**src/iec_pkg.sv**
```systemverilog
// How it works
// - Early transmit, early receive, link change, deferred transmit and pause enables are read/write at 31, 30, 29, 28 and 26.
// - With bit 16 set, pending early transmit and early receive events feed the normal summary.
// - With bit 15 set, pending pause, deferred transmit and link change events feed the abnormal summary.
// - Bits 14:0 of the second enable register read back the primary enable bits and ignore writes.
// - Bits 31:16 of the command register are loaded from the serial EEPROM word when it arrives.
// - Cold state support bit 31 is read/write and drives bit 31 of configuration register 48.
// - Wake polarity bit 27 gives a positive wake pulse at 0 and a negative one at 1.
// - Wake pin enable bit 26 turns the wake output off at 0 and on at 1.
// - Pad bit 25 picks the conventional pad only in card-bus mode and is ignored otherwise.
// - With sticky bit 24 at 0 power-up drops the wake signal; at 1 it stays asserted.
// - LED bit 23 picks the three-LED scheme at 0 and the four-LED scheme at 1.
// - Receive FIFO field 22:21 gives 2K for code 10 and 1K for code 11; 00 and 01 are reserved.
// - Each added status bit latches on its event (early transmit and early receive only while enabled) and clears only when software writes 1 to it.
// - Early receive status sets only while its enable is on and the first descriptor is filled.
`default_nettype none

package iec_pkg;
   // ----------------------------------------
   // Register map
   // ----------------------------------------
   localparam logic [7:0] OFS_SECOND_STATUS = 8'h80;
   localparam logic [7:0] OFS_IRQ_ENABLE_SECOND = 8'h84;
   localparam logic [7:0] OFS_COMMAND_CONFIG = 8'h88;
   localparam logic [7:0] OFS_IRQ_STATUS = 8'h90;
   localparam logic [7:0] OFS_IRQ_MASK = 8'h94;
   localparam logic [31:0] RST_IRQ_ENABLE_SECOND = 32'h00000000;
   localparam logic [31:0] RST_COMMAND_CONFIG = 32'h00000000;

   // ----------------------------------------
   // Field positions
   // ----------------------------------------
   localparam int BIT_EARLY_TX = 31;
   localparam int BIT_EARLY_RX = 30;
   localparam int BIT_LINK_CHANGE = 29;
   localparam int BIT_DEFERRED_TX = 28;
   localparam int BIT_PAUSE_RX = 26;
   localparam int BIT_NORMAL_MERGE = 16;
   localparam int BIT_ABNORMAL_MERGE = 15;
   localparam int BIT_COLD_SUPPORT = 31;
   localparam int BIT_WAKE_POLARITY = 27;
   localparam int BIT_WAKE_PIN_EN = 26;
   localparam int BIT_PAD_SEL = 25;
   localparam int BIT_WAKE_STICKY = 24;
   localparam int BIT_LED_SCHEME = 23;
   localparam int BIT_RXFIFO_LO = 21;
   localparam int PRIMARY_WIDTH = 15;
   localparam int EVENT_COUNT = 5;

   // Writable bits; everything else reads zero, except bits 14:0 of the second enable register, which read the primary enables
   localparam logic [31:0] MASK_IRQ_ENABLE_SECOND = 32'hF4018000;
   localparam logic [31:0] MASK_COMMAND_CONFIG = 32'h8FE00000;
   localparam logic [1:0] RXFIFO_2K = 2'h2;
   localparam logic [1:0] RXFIFO_1K = 2'h3;
endpackage : iec_pkg

`default_nettype wire

```
**src/iec_sticky.sv**
```systemverilog
`default_nettype none

module iec_sticky #(
   parameter int W = 1
) (
   // Clock and reset
   input wire logic mclk,
   input wire logic reset_n,
   // Set and clear
   input wire logic [W-1:0] set,
   input wire logic [W-1:0] clr,
   output logic [W-1:0] q
);
   // Set beats a clear in the same cycle so no event is lost
   always_ff @(posedge mclk or negedge reset_n) begin
      if (!reset_n) begin
         q <= '0;
      end else begin
         q <= (q & ~clr) | set;
      end
   end
endmodule : iec_sticky

`default_nettype wire

```
**src/iec_regs.sv**
```systemverilog
`default_nettype none

module iec_regs (
   // Clock and reset
   input wire logic mclk,
   input wire logic reset_n,
   // AHB-Lite slave
   input wire logic hsel,
   input wire logic [31:0] haddr,
   input wire logic [1:0] htrans,
   input wire logic hwrite,
   input wire logic [2:0] hsize,
   input wire logic [31:0] hwdata,
   input wire logic hready,
   output logic [31:0] hrdata,
   output logic hreadyout,
   output logic hresp,
   // Events, one-cycle pulses
   input wire logic ev_early_tx,
   input wire logic ev_early_rx,
   input wire logic rx_first_desc_filled,
   input wire logic ev_link_change,
   input wire logic ev_deferred_tx,
   input wire logic ev_pause_rx,
   // Primary enables and card mode
   input wire logic [iec_pkg::PRIMARY_WIDTH-1:0] primary_irq_enable,
   input wire logic cardbus_mode,
   // EEPROM recall
   input wire logic eeprom_load,
   input wire logic [15:0] eeprom_word,
   // Wake
   input wire logic wake_event,
   input wire logic power_up,
   output logic wake_pin_o,
   output logic wake_pin_oe,
   // Configuration outputs
   output logic config_reg_48_bit31,
   output logic conventional_pad,
   output logic led_four,
   output logic [1:0] rx_fifo_size,
   // Summaries and interrupt
   output logic normal_summary_add,
   output logic abnormal_summary_add,
   output logic irq
);
   import iec_pkg::*;

   // ----------------------------------------
   // Bus decode
   // ----------------------------------------
   logic [31:0] enable_second;
   logic [31:0] command_config;
   logic [4:0] irq_mask;
   logic [7:0] dp_addr;
   logic dp_write;
   wire addr_phase = hsel && hready && htrans[1];
   wire rd_take = addr_phase && !hwrite;
   wire wr_now = dp_write;
   wire wr_enable2 = wr_now && (dp_addr == OFS_IRQ_ENABLE_SECOND);
   wire wr_command = wr_now && (dp_addr == OFS_COMMAND_CONFIG);
   wire wr_status = wr_now && (dp_addr == OFS_SECOND_STATUS);
   wire wr_mask = wr_now && (dp_addr == OFS_IRQ_MASK);
   wire rd_irq_status = rd_take && (haddr[7:0] == OFS_IRQ_STATUS);

   always_ff @(posedge mclk or negedge reset_n) begin
      if (!reset_n) begin
         dp_addr <= 8'h00;
         dp_write <= 1'b0;
      end else begin
         dp_addr <= haddr[7:0];
         dp_write <= addr_phase && hwrite;
      end
   end

   // Zero wait states; word access only, hsize is not checked
   assign hreadyout = 1'b1;
   assign hresp = 1'b0;

   // ----------------------------------------
   // Event latching
   // ----------------------------------------
   wire [4:0] en5 = {enable_second[BIT_EARLY_TX], enable_second[BIT_EARLY_RX],
      enable_second[BIT_LINK_CHANGE], enable_second[BIT_DEFERRED_TX],
      enable_second[BIT_PAUSE_RX]};
   // Order: early tx, early rx, link change, deferred tx, pause
   wire [4:0] raw_ev = {ev_early_tx, ev_early_rx && rx_first_desc_filled, ev_link_change,
      ev_deferred_tx, ev_pause_rx};
   wire [4:0] ev_set = raw_ev & {en5[4:3], 3'b111};
   wire [31:0] w1c = wr_status ? hwdata : 32'h00000000;
   wire [4:0] ev_clr = {w1c[BIT_EARLY_TX], w1c[BIT_EARLY_RX], w1c[BIT_LINK_CHANGE],
      w1c[BIT_DEFERRED_TX], w1c[BIT_PAUSE_RX]};
   logic [4:0] ev_status;
   logic [1:0] sum_status;
   logic [4:0] irq_status;

   iec_sticky #(.W(EVENT_COUNT)) u_event_status (
      .mclk(mclk),
      .reset_n(reset_n),
      .set(ev_set),
      .clr(ev_clr),
      .q(ev_status)
   );

   // ----------------------------------------
   // Summaries
   // ----------------------------------------
   wire [4:0] pending = ev_status & en5;
   wire normal_hit = enable_second[BIT_NORMAL_MERGE] && (|pending[4:3]);
   wire abnormal_hit = enable_second[BIT_ABNORMAL_MERGE] && (|pending[2:0]);
   assign normal_summary_add = normal_hit;
   assign abnormal_summary_add = abnormal_hit;
   // Arm from next status, so clearing cause and summary together sticks
   wire [4:0] ev_next = (ev_status & ~ev_clr) | ev_set;
   wire [4:0] pending_next = ev_next & en5;
   wire normal_arm = enable_second[BIT_NORMAL_MERGE] && (|pending_next[4:3]);
   wire abnormal_arm = enable_second[BIT_ABNORMAL_MERGE] && (|pending_next[2:0]);

   iec_sticky #(.W(2)) u_summary_status (
      .mclk(mclk),
      .reset_n(reset_n),
      .set({normal_arm, abnormal_arm}),
      .clr({w1c[BIT_NORMAL_MERGE], w1c[BIT_ABNORMAL_MERGE]}),
      .q(sum_status)
   );

   // Interrupt copy clears on read so the w1c view stays undisturbed
   iec_sticky #(.W(EVENT_COUNT)) u_irq_status (
      .mclk(mclk),
      .reset_n(reset_n),
      .set(ev_set),
      .clr(rd_irq_status ? 5'h1F : 5'h00),
      .q(irq_status)
   );
   assign irq = |(irq_status & irq_mask);

   // ----------------------------------------
   // Enable and command registers
   // ----------------------------------------
   wire [31:0] eeprom_ext = {eeprom_word, 16'h0000};
   always_ff @(posedge mclk or negedge reset_n) begin
      if (!reset_n) begin
         enable_second <= RST_IRQ_ENABLE_SECOND;
         command_config <= RST_COMMAND_CONFIG;
         irq_mask <= 5'h00;
      end else begin
         if (wr_enable2) begin
            enable_second <= hwdata & MASK_IRQ_ENABLE_SECOND;
         end
         if (eeprom_load) begin
            command_config <= eeprom_ext & MASK_COMMAND_CONFIG;
         end else if (wr_command) begin
            command_config <= hwdata & MASK_COMMAND_CONFIG;
         end
         if (wr_mask) begin
            irq_mask <= hwdata[4:0];
         end
      end
   end

   // ----------------------------------------
   // Configuration outputs
   // ----------------------------------------
   assign config_reg_48_bit31 = command_config[BIT_COLD_SUPPORT];
   assign conventional_pad = cardbus_mode && command_config[BIT_PAD_SEL];
   assign led_four = command_config[BIT_LED_SCHEME];
   // Reserved codes pass through; software must not use them
   assign rx_fifo_size = command_config[BIT_RXFIFO_LO+1:BIT_RXFIFO_LO];

   // ----------------------------------------
   // Wake pin
   // ----------------------------------------
   logic wake_active;
   wire wake_drop = power_up && !command_config[BIT_WAKE_STICKY];
   always_ff @(posedge mclk or negedge reset_n) begin
      if (!reset_n) begin
         wake_active <= 1'b0;
      end else if (wake_event) begin
         wake_active <= 1'b1;
      end else if (wake_drop) begin
         wake_active <= 1'b0;
      end
   end
   assign wake_pin_oe = command_config[BIT_WAKE_PIN_EN];
   assign wake_pin_o = wake_active ^ command_config[BIT_WAKE_POLARITY];

   // ----------------------------------------
   // Read data
   // ----------------------------------------
   wire [31:0] rd_status = {ev_status[4:2], ev_status[1], 1'b0, ev_status[0], 9'h000,
      sum_status, primary_irq_enable};
   wire [31:0] rd_enable2 = {enable_second[31:15], primary_irq_enable};
   wire [7:0] ra = haddr[7:0];
   wire [31:0] rd_mux =
      (ra == OFS_SECOND_STATUS) ? rd_status :
      (ra == OFS_IRQ_ENABLE_SECOND) ? rd_enable2 :
      (ra == OFS_COMMAND_CONFIG) ? command_config :
      (ra == OFS_IRQ_STATUS) ? {27'h0000000, irq_status} :
      (ra == OFS_IRQ_MASK) ? {27'h0000000, irq_mask} : 32'h00000000;
   always_ff @(posedge mclk or negedge reset_n) begin
      if (!reset_n) begin
         hrdata <= 32'h00000000;
      end else if (rd_take) begin
         hrdata <= rd_mux;
      end
   end
endmodule : iec_regs

`default_nettype wire

```
**config.mk**
```make
export PLATFORM = sky130hd
export DESIGN_NAME = iec_regs
export DESIGN_NICKNAME = d
export VERILOG_FILES = /design/src/iec_pkg.sv /design/src/iec_sticky.sv /design/src/iec_regs.sv
export SDC_FILE = /design/constraint.sdc
export NUM_CORES = 1
export LEC_CHECK = 0
export BUFFER_PORTS_ARGS = -buffer_cell sky130_fd_sc_hd__buf_2
export CAP_MARGIN = 20
export CELL_PAD_IN_SITES_DETAIL_PLACEMENT = 0
export CELL_PAD_IN_SITES_GLOBAL_PLACEMENT = 2
export CORE_MARGIN = 1
export CORE_UTILIZATION = 30
export CTS_BUF_LIST = sky130_fd_sc_hd__clkbuf_8
export DETAILED_ROUTE_END_ITERATION = 10
export PLACE_DENSITY = 0.88
export SLEW_MARGIN = 20
export SYNTH_ARGS = -nofsm -noshare
export SYNTH_HDL_FRONTEND = slang
export SYNTH_SLANG_ARGS = --single-unit
```
**constraint.sdc**
```tcl
create_clock -name mclk -period 5 [get_ports mclk]
set_clock_uncertainty 0.2 [all_clocks]
set_input_delay 1.5 -clock mclk [delete_from_list [all_inputs] [get_ports mclk]]
set_output_delay 1.5 -clock mclk [all_outputs]
set_load 0.1 [all_outputs]
```
; ---- Word-level counts from Yosys, hierarchy flattened
; Cells that the tools add are included.
[totals]
reg_bits = 98
input_bits = 115
output_inout_bits = 44
elab_cells = 69
[classes]
muxes = 11
n_reduce_logical = 25
n_eq_ne = 9
n_bitwise = 14
[ops]
columns = op, count
row1 = $mux 32, 6
row2 = $eq 8x8->1 const B, 9
row3 = $and 5x5->5, 6
row4 = $logic_and 1x1->1, 16
row5 = $mux 5, 3
row6 = $not 5->5, 2
row7 = $or 5x5->5, 2
row8 = $reduce_or 3->1, 2
row9 = $reduce_or 5->1, 1
row10 = $reduce_bool 2->1, 2
row11 = $reduce_or 2->1, 2
row12 = $and 2x2->2, 1
row13 = $logic_not 1->1, 2
row14 = $mux 1, 2
row15 = $not 2->2, 1
row16 = $or 2x2->2, 1
row17 = $xor 1x1->1, 1

; ---- Logic depth before layout (Yosys ltp)
; Gate-level depths: netlist of run 1.
[logic_depth]
ltp_word = 10
ltp_mapped = 5

; ---- Modules after synthesis
; A second synthesis of run 1 with hierarchy kept.
[hier_totals]
hier_cells = 258
area_unflattened_um2 = 3193.1
[by_module_without_submodules]
columns = mod, cells_per_inst, area_per_inst_um2, seq_area_each_um2, instances
row1 = iec_regs, 222, 2757.6, 1451.4, 1
row2 = iec_sticky at u_event_status ..., 15, 181.4, 125.1, 2
row3 = iec_sticky at u_summary_status, 6, 72.6, 50.0, 1

; ---- Worst setup path after synthesis of run 1
; Ideal clock, no wire load.
[synth_timing]
path_type = input-to-output
startpoint = input port cardbus_mode
endpoint = output port conventional_pad
t_arrival_ns = 2.237
required_ns = 3.300
setup_slack_ns = 1.063
path_stages = 1
cell_sequence = and2_1
[synth_between]
elab_chain_len = 1
[synth_lines]
columns = element, line
row1 = from (decl), iec_regs.sv:27  ; input wire logic cardbus_mode,
row2 = $logic_and 1x1->1, iec_regs.sv:164  ; assign conventional_pad = cardbus_mode && command_config[BIT_PAD_SEL];
row3 = to (decl), iec_regs.sv:38  ; output logic conventional_pad,
; Every way passes these cells.

; ---- Worst setup path in the final report of run 1
; Ends and elaborated chain as after synthesis.

==> metrics.log, run 1 <==
INFO  metric outcome = finished, final reports clean
INFO  metric min_period = about 3.8 ns
INFO  metric postRouteAntennaNets = 0
INFO  metric post_cts_resize_count = 0
INFO  metric cell_with_the_most_instances_after_synthesis = dfrtp_1
INFO  metric worstSetupStartpointType = input pin
INFO  metric timing.final.crit_share = around 76%
INFO  metric n_antenna_cell = 0
INFO  metric p_per_area = ~320 nW/um^2
INFO  metric ir_worst_vdd = roughly 0.12 mV
INFO  metric cap_viol_max_count = 0
INFO  metric setup_viol = 0
INFO  metric wl = 7510 um
INFO  metric clock_path_buffers = 2
INFO  metric initial_utilization = a little under a third
INFO  metric critical_path.endpoint_type = primary output
INFO  metric post_route_cells_drive_above_1_share = 38.3%
INFO  metric clock_insertion_delay_worst_skew = roughly 0.34 ns
INFO  metric tritoncts.num_buffers = 9
INFO  metric top_level_ports = 159
INFO  metric grt_setup_unrepaired = no
INFO  metric timing.max_slew.rel_slack = 54.3%
INFO  metric place.port_buffers = slightly above 100
INFO  metric synth-edff-count = 0
INFO  metric synth.yosys.seq_area_share = 57.8%
INFO  metric via_per_inst = approximately 4.7
INFO  metric final-seq-area = ~1800 um^2
INFO  metric drc = 0
INFO  metric cts-htree-levels = 3
INFO  metric async_reset_ff_share = 100%
INFO  metric syn2layout_area_growth = 28.2%
INFO  metric global_route_wire_length_before_repair = around 12,000 um
INFO  metric tritoncts_clock_tree = done
INFO  metric root_buffer_cell = clkbuf_8
INFO  metric gr-total-overflow = 0
INFO  metric finalHoldViolCount = 0
INFO  metric clock-sinks = 70
INFO  metric antenna_found_initial = 0
INFO  metric postSynthRegisterBits = 70
INFO  metric place_congestion = ~0.77
INFO  metric gr_usage_total = ~15%
INFO  metric final.setup.tns = 0 ns
INFO  metric synthDistinctLibCells = 42
INFO  metric num-fill-cells = a little under 1,000
INFO  metric vias = between 2,000 and 2,500
INFO  metric final_max_slew_viol_count = 0
INFO  metric synth_area_per_cell = 12.2 um^2
INFO  metric min_delay_worst_endpoint = hrdata[26]
INFO  metric die_h = roughly 100 um
INFO  metric worstMarginPinSlew = 0.681 ns
INFO  metric fin_total_pwr = 1.26 mW
INFO  metric layoutNonFillerInstCount = 491
INFO  metric fmaxAchievable = about 0.26 GHz
INFO  metric worst_setup_hold_path_clk_slew = roughly 0.070 ns
INFO  metric hold_path_depth = 2
INFO  metric std_cell_rows = 36
INFO  metric synthesized_netlist_cell_count = between 200 and 250
INFO  metric hold_ws = between 0.2 and 0.3 ns
INFO  metric synth_top_cells_by_count = dfrtp_1 (70), a22o_1 (23), nand2_1 (21)
INFO  metric netlist_area = 3030 um^2
INFO  metric area_taken_by_multi_input_logic_gates = ~1200 um^2
INFO  metric ys.warnings.count = 0
INFO  metric synthDominantAreaCellType = dfrtp_1
INFO  metric total_leakage_power = roughly 1.9 nW
INFO  metric dr.pass1.iters = 4
INFO  metric crit_path_max_fanout = 1
INFO  metric finish.net_count = ~470
INFO  metric rrSetupSlack = 2.67 ns
INFO  metric critical_path.reg2reg.endpoint = command_config[23]
INFO  metric worstHoldPathType = reg2reg
INFO  metric worstSetupPathType = in2out
INFO  metric timing.critical_path.arrival = roughly 2.1 ns
INFO  metric wire_per_inst = roughly 15 um
INFO  metric worst_path_required_time = 3.30 ns
INFO  metric synth_top_area_share = between 50 and 60%
INFO  metric die_w = about 100 um
INFO  metric post_cts_buffers = 0
INFO  metric reg2reg_depth = 4
INFO  metric yosys_most_used_dff = dfrtp_1
INFO  metric post_cts_hold_buffer_count = 0
INFO  metric grt_max_degree = between 40 and 50
INFO  metric r2r_path_start = dp_addr[5]
INFO  metric core_area = around 10000 um^2
INFO  metric numPlacedInstances = roughly 470
INFO  metric grt_pass1_vias = around 2,300
INFO  metric ranking_of_synthesized_cells_by_area = dfrtp_1 (58%), a22o_1 (6.6%), mux2i_1 (6.6%), mux2_2 (4.5%), nand2_1 (2.6%)
INFO  metric drtIter0Drc = 75
INFO  metric holdCritStartpoint = hrdata[26]
INFO  metric design.die.area = 10,500 um^2
INFO  metric placed_wire_length_estimate = between 5000 and 6000 um
[sequential cells by signal (all words and copies together), names as in the netlist]
| register | count |
|---|---|
| command_config | 8 |
| u_summary_status.q | 2 |
| dp_write | 1 |
| wake_active | 1 |
| u_event_status.q | 5 |
| u_irq_status.q | 5 |
| hrdata | 28 |
| irq_mask | 5 |
| dp_addr | 8 |
| enable_second | 7 |
[how the worst max path moves through the flow]
stage	cells after the start	from	end
4_1_cts	3	cardbus_mode	conventional_pad
3_5_place_dp	3	cardbus_mode	conventional_pad
2_1_floorplan	1	cardbus_mode	conventional_pad
5_1_grt	3	cardbus_mode	conventional_pad
3_3_place_gp	3	cardbus_mode	conventional_pad
6_report	3	cardbus_mode	conventional_pad
[metal layers]
metal | track usage [%] | wire (um) | vias to the layer above
met5 | 0 | 0 | -
met4 | 6.92 | 104 | 0
met3 | 2.37 | 269 | 8
met2 | 24.1 | 3680 | 49
met1 | 19.4 | 3450 | 1120
li1 | - | - | 1115
[power breakdown]
part           switching (mW)  internal (mW)  total, mW
clock                   0.210          0.278      0.488
combinational           0.131         0.0463      0.177
sequential             0.0136          0.582      0.596
[cells by family after synthesis]
group           after synthesis  share of synthesized area (%)
buf+inv                      19                           3.39
other cells                   2                          0.248
simple gates                 55                           10.7
xor+xnor                      1                          0.289
compound gates               70                           16.6
flops                        70                           57.8
mux                          32                           11.1
[through the flow]
step	worst slack [ns]	area (um^2)	util, %
2_1_floorplan	1.06	3050	-
6_report	1.20	3880	39.7
4_1_cts	1.21	3860	39.5
5_1_grt	1.18	3880	39.7
3_3_place_gp	1.21	3650	37.3
3_5_place_dp	1.21	3650	37.3
[area by class of cell]
class                      count  share of cell area [%]
sequential                    70                    45.1
multi-input combinational    164                    30.7
timing repair buffer         106                    14.2
tap                          133                    4.28
clock buffer                   9                    3.19
clock inverter                 7                    2.32
inverter                       2                   0.193
[critical path, stage by stage]
cell	delay, ns
buf_2	0.07
and2_1	0.11
buf_2	0.42
[layout by cell type (no fill, tap or decap), types with 2 or more instances in the layout]
cell type  netlist  final
buf_2            1    102
mux2_2          12     12
a22oi_1          2      2
buf_4            8      3
o31ai_1          2      2
nand2_1         21     21
nor3b_1          2      2
nand4b_1         2      2
nand4_1          3      3
conb_1           2      6
a21o_1           9      9
mux2i_1         20     20
nor2_1           8      8
o21ai_0         12     12
o211ai_1         3      3
bufinv_16        0      2
clkbuf_8         0      9
and3_1           2      2
o21ai_1          5      5
a31oi_1          2      2
inv_1            2      3
a222oi_1         2      2
a22o_1          23     23
dfrtp_1         70     70
a21oi_1          7      7
nor2b_1          5      5
clkinv_2         0      2
Note: power is estimated with default switching activity, not from simulation.
==> run 2: changes to the inputs <==
--- a/config.mk
+++ b/config.mk
@@ -10,10 +10,10 @@
 export CELL_PAD_IN_SITES_DETAIL_PLACEMENT = 0
 export CELL_PAD_IN_SITES_GLOBAL_PLACEMENT = 2
 export CORE_MARGIN = 1
-export CORE_UTILIZATION = 30
+export CORE_UTILIZATION = 28
 export CTS_BUF_LIST = sky130_fd_sc_hd__clkbuf_8
 export DETAILED_ROUTE_END_ITERATION = 10
-export PLACE_DENSITY = 0.88
+export PLACE_DENSITY = 0.83
 export SLEW_MARGIN = 20
 export SYNTH_ARGS = -nofsm -noshare
 export SYNTH_HDL_FRONTEND = slang
==> constraint.sdc (replaced) <==
create_clock -name mclk -period 3.8 [get_ports mclk]
set_clock_uncertainty 0.2 [all_clocks]
set_input_delay 1.14 -clock mclk [delete_from_list [all_inputs] [get_ports mclk]]
set_output_delay 1.14 -clock mclk [all_outputs]
set_load 0.1 [all_outputs]
==> run 2 against run 1 <==
Compared with the run above: clock-buffer cell count up 2; clock power up 10%; hold slack about the same; sequential power up 32%; utilization down 2.8 points; die area up 7.0%; routed wire length up 3.0%; power up 23%; largest power group unchanged; first-iteration DRC count up 100%; design area down 1.0%; largest cell class unchanged; global-route usage down 0.23 points.
==> metrics.log, run 2 (same netlist as run 1, synthesis figures left out) <==
INFO  metric layoutNonFillerInstCount = 493
INFO  metric worst_setup_hold_path_clk_slew = 0.07 ns
INFO  metric clock-sinks = 70
INFO  metric n_antenna_cell = 0
INFO  metric hold_path_depth = 2
INFO  metric rrSetupSlack = about 1.5 ns
INFO  metric globalRoute.busiestLayer = met2
INFO  metric critical_path.endpoint_type = primary output
INFO  metric global_route_wire_length_before_repair = ~12,000 um
INFO  metric top_level_ports = 159
INFO  metric grt_use_met2 = 22.2%
INFO  metric r2r_path_start = dp_addr[5]
INFO  metric final.setup.tns = 0 ns
INFO  metric post_cts_hold_buffer_count = 0
INFO  metric tritoncts_clock_tree = done
INFO  metric core_area = around 10,000 um^2
INFO  metric drc = 0
INFO  metric clock_path_buffers = 2
INFO  metric crit_top_cell = buf_2
INFO  metric vias = 2,327
INFO  metric setup_viol = 0
INFO  metric numPlacedInstances = ~480
INFO  metric place_congestion = ~0.7
INFO  metric grt_max_degree = slightly above 40
INFO  metric gr-total-overflow = 0
INFO  metric critical-path-slowest-cell = buf_2
INFO  metric min_period = 3.07 ns
INFO  metric finalHoldViolCount = 0
INFO  metric post_cts_resize_count = 0
INFO  metric drtIter0Drc = roughly 150
INFO  metric final_max_slew_viol_count = 0
INFO  metric die_w = between 100 and 150 um
INFO  metric crit_path_cell_trace = buf_2, and2_1, buf_2
INFO  metric min_delay_worst_endpoint = hrdata[26]
INFO  metric clock_insertion_delay_worst_skew = 0.34 ns
INFO  metric grt_pass1_vias = ~2,300
INFO  metric place.port_buffers = between 100 and 150
INFO  metric post_route_cells_drive_above_1_share = 37.8%
INFO  metric reg.largest.list = hrdata x28, command_config x8, dp_addr x8
INFO  metric timing.final.crit_share = approximately 81%
INFO  metric critical_path.reg2reg.endpoint = command_config[24]
INFO  metric reg2reg_depth = 4
INFO  metric timing.max_slew.rel_slack = roughly 54%
INFO  metric crit_path_max_fanout = 1
INFO  metric timing.critical_path.arrival = 1.73 ns
INFO  metric fmaxAchievable = 0.326 GHz
INFO  metric total_leakage_power = between 1.5 and 2 nW
INFO  metric die_h = about 110 um
INFO  metric worstSetupStartpointType = input pin
INFO  metric syn2layout_area_growth = 26.8%
INFO  metric gr_usage_total = ~15%
INFO  metric tritoncts.num_buffers = 9
INFO  metric via_per_inst = 4.72
INFO  metric outcome = finished, final reports clean
INFO  metric worst_path_required_time = approximately 2.5 ns
INFO  metric cap_viol_max_count = 0
INFO  metric postRouteAntennaNets = 0
INFO  metric post_cts_buffers = 0
INFO  metric holdCritStartpoint = hrdata[26]
INFO  metric wire_per_inst = 15.7 um
INFO  metric largest_register_ff_count = 28
INFO  metric grt_setup_unrepaired = no
INFO  metric worstHoldPathType = reg2reg
INFO  metric design.die.area = ~11,000 um^2
INFO  metric gate_family_responsible_for_the_most_delay_along_the_worst_path = buffers and inverters
INFO  metric root_buffer_cell = clkbuf_8
INFO  metric cts-htree-levels = 3
INFO  metric finish.net_count = between 400 and 500
INFO  metric p_per_area = 405 nW/um^2
INFO  metric critical_path_buf_inv_count = 2
INFO  metric grt_met3_use = approximately 4.2%
INFO  metric wl = about 7700 um
INFO  metric highest_count_cells_in_the_layout_ignoring_fill_and_taps = buf_2 (102), dfrtp_1 (70), a22o_1 (23)
INFO  metric worstSetupPathType = in2out
INFO  metric antenna_found_initial = 0
INFO  metric grtUsageMet1 = approximately 19%
INFO  metric initial_utilization = ~29%
INFO  metric worstMarginPinSlew = a little under 0.7 ns
INFO  metric dr.pass1.iters = 4
INFO  metric std_cell_rows = 37
INFO  metric placed_wire_length_estimate = 5700 um
INFO  metric layout_commonest_cell = buf_2
INFO  metric ir_worst_vdd = 0.145 mV
INFO  metric crit_path_max_incr_delay = slightly above 0.4 ns
INFO  metric register_ranked_first_by_flip_flop_count = hrdata
-- run 2: changes by cell type in the layout (fill, tap and decap cells not counted) --
cell	change
inv_1	+1
buf_4	-1
bufinv_16	-2
clkinvlp_4	-1
clkbuf_8	+2
-- run 2: stage by stage --
step	area, um^2	worst slack [ns]	power [mW]	hold slack [ns]	util (%)
floorplan	3050	0.583	0.956	0.269	-
global placement	3670	0.642	1.03	0.263	35.2
detailed placement	3670	0.609	1.03	0.265	35.2
CTS	3840	0.729	1.58	0.282	36.9
global route	3840	0.707	1.63	0.317	36.9
finish	3840	0.733	1.56	0.274	36.9
-- run 2: worst reg2reg max path: stages (launching register included) --
cell     delay (ns)
dfrtp_1        0.36
nor3b_1        0.54
nand4_1        0.68
mux2i_1        0.33
o21ai_0        0.09
-- run 2: worst max path at each step --
stage / slack (ns) / endpoint / cells past startpoint / start
finish: 0.73 / conventional_pad / 3 / cardbus_mode
global route: 0.71 / conventional_pad / 3 / cardbus_mode
CTS: 0.73 / conventional_pad / 3 / cardbus_mode
detailed placement: 0.61 / hrdata[15] / 5 / haddr[5]
global placement: 0.64 / hrdata[10] / 5 / haddr[5]
floorplan: 0.58 / conventional_pad / 1 / cardbus_mode
-- run 2: report_power, final --
part / internal [mW] / switching, mW / leakage, nW
registers: 0.766 / 0.0176 / 0.850
logic: 0.0597 / 0.173 / 0.980
clock network: 0.267 / 0.272 / 0.102
-- run 2: per-layer routing --
layer  part of all wire, %  vias to the layer above
li1                      -                     1117
met1                    44                     1127
met2                    48                       68
met3                   5.6                       15
met4                   2.2                        0
met5                     0                        -
-- run 2: final cells by class --
type / count / area, um^2
fillers: 1049 / 6570
clock inverters: 5 / 26.3
clock buffers: 11 / 151
well taps: 136 / 170
repair buffers: 105 / 546
inverters: 2 / 7.51
multi-input cells: 164 / 1190
flip-flops and latches: 70 / 1750
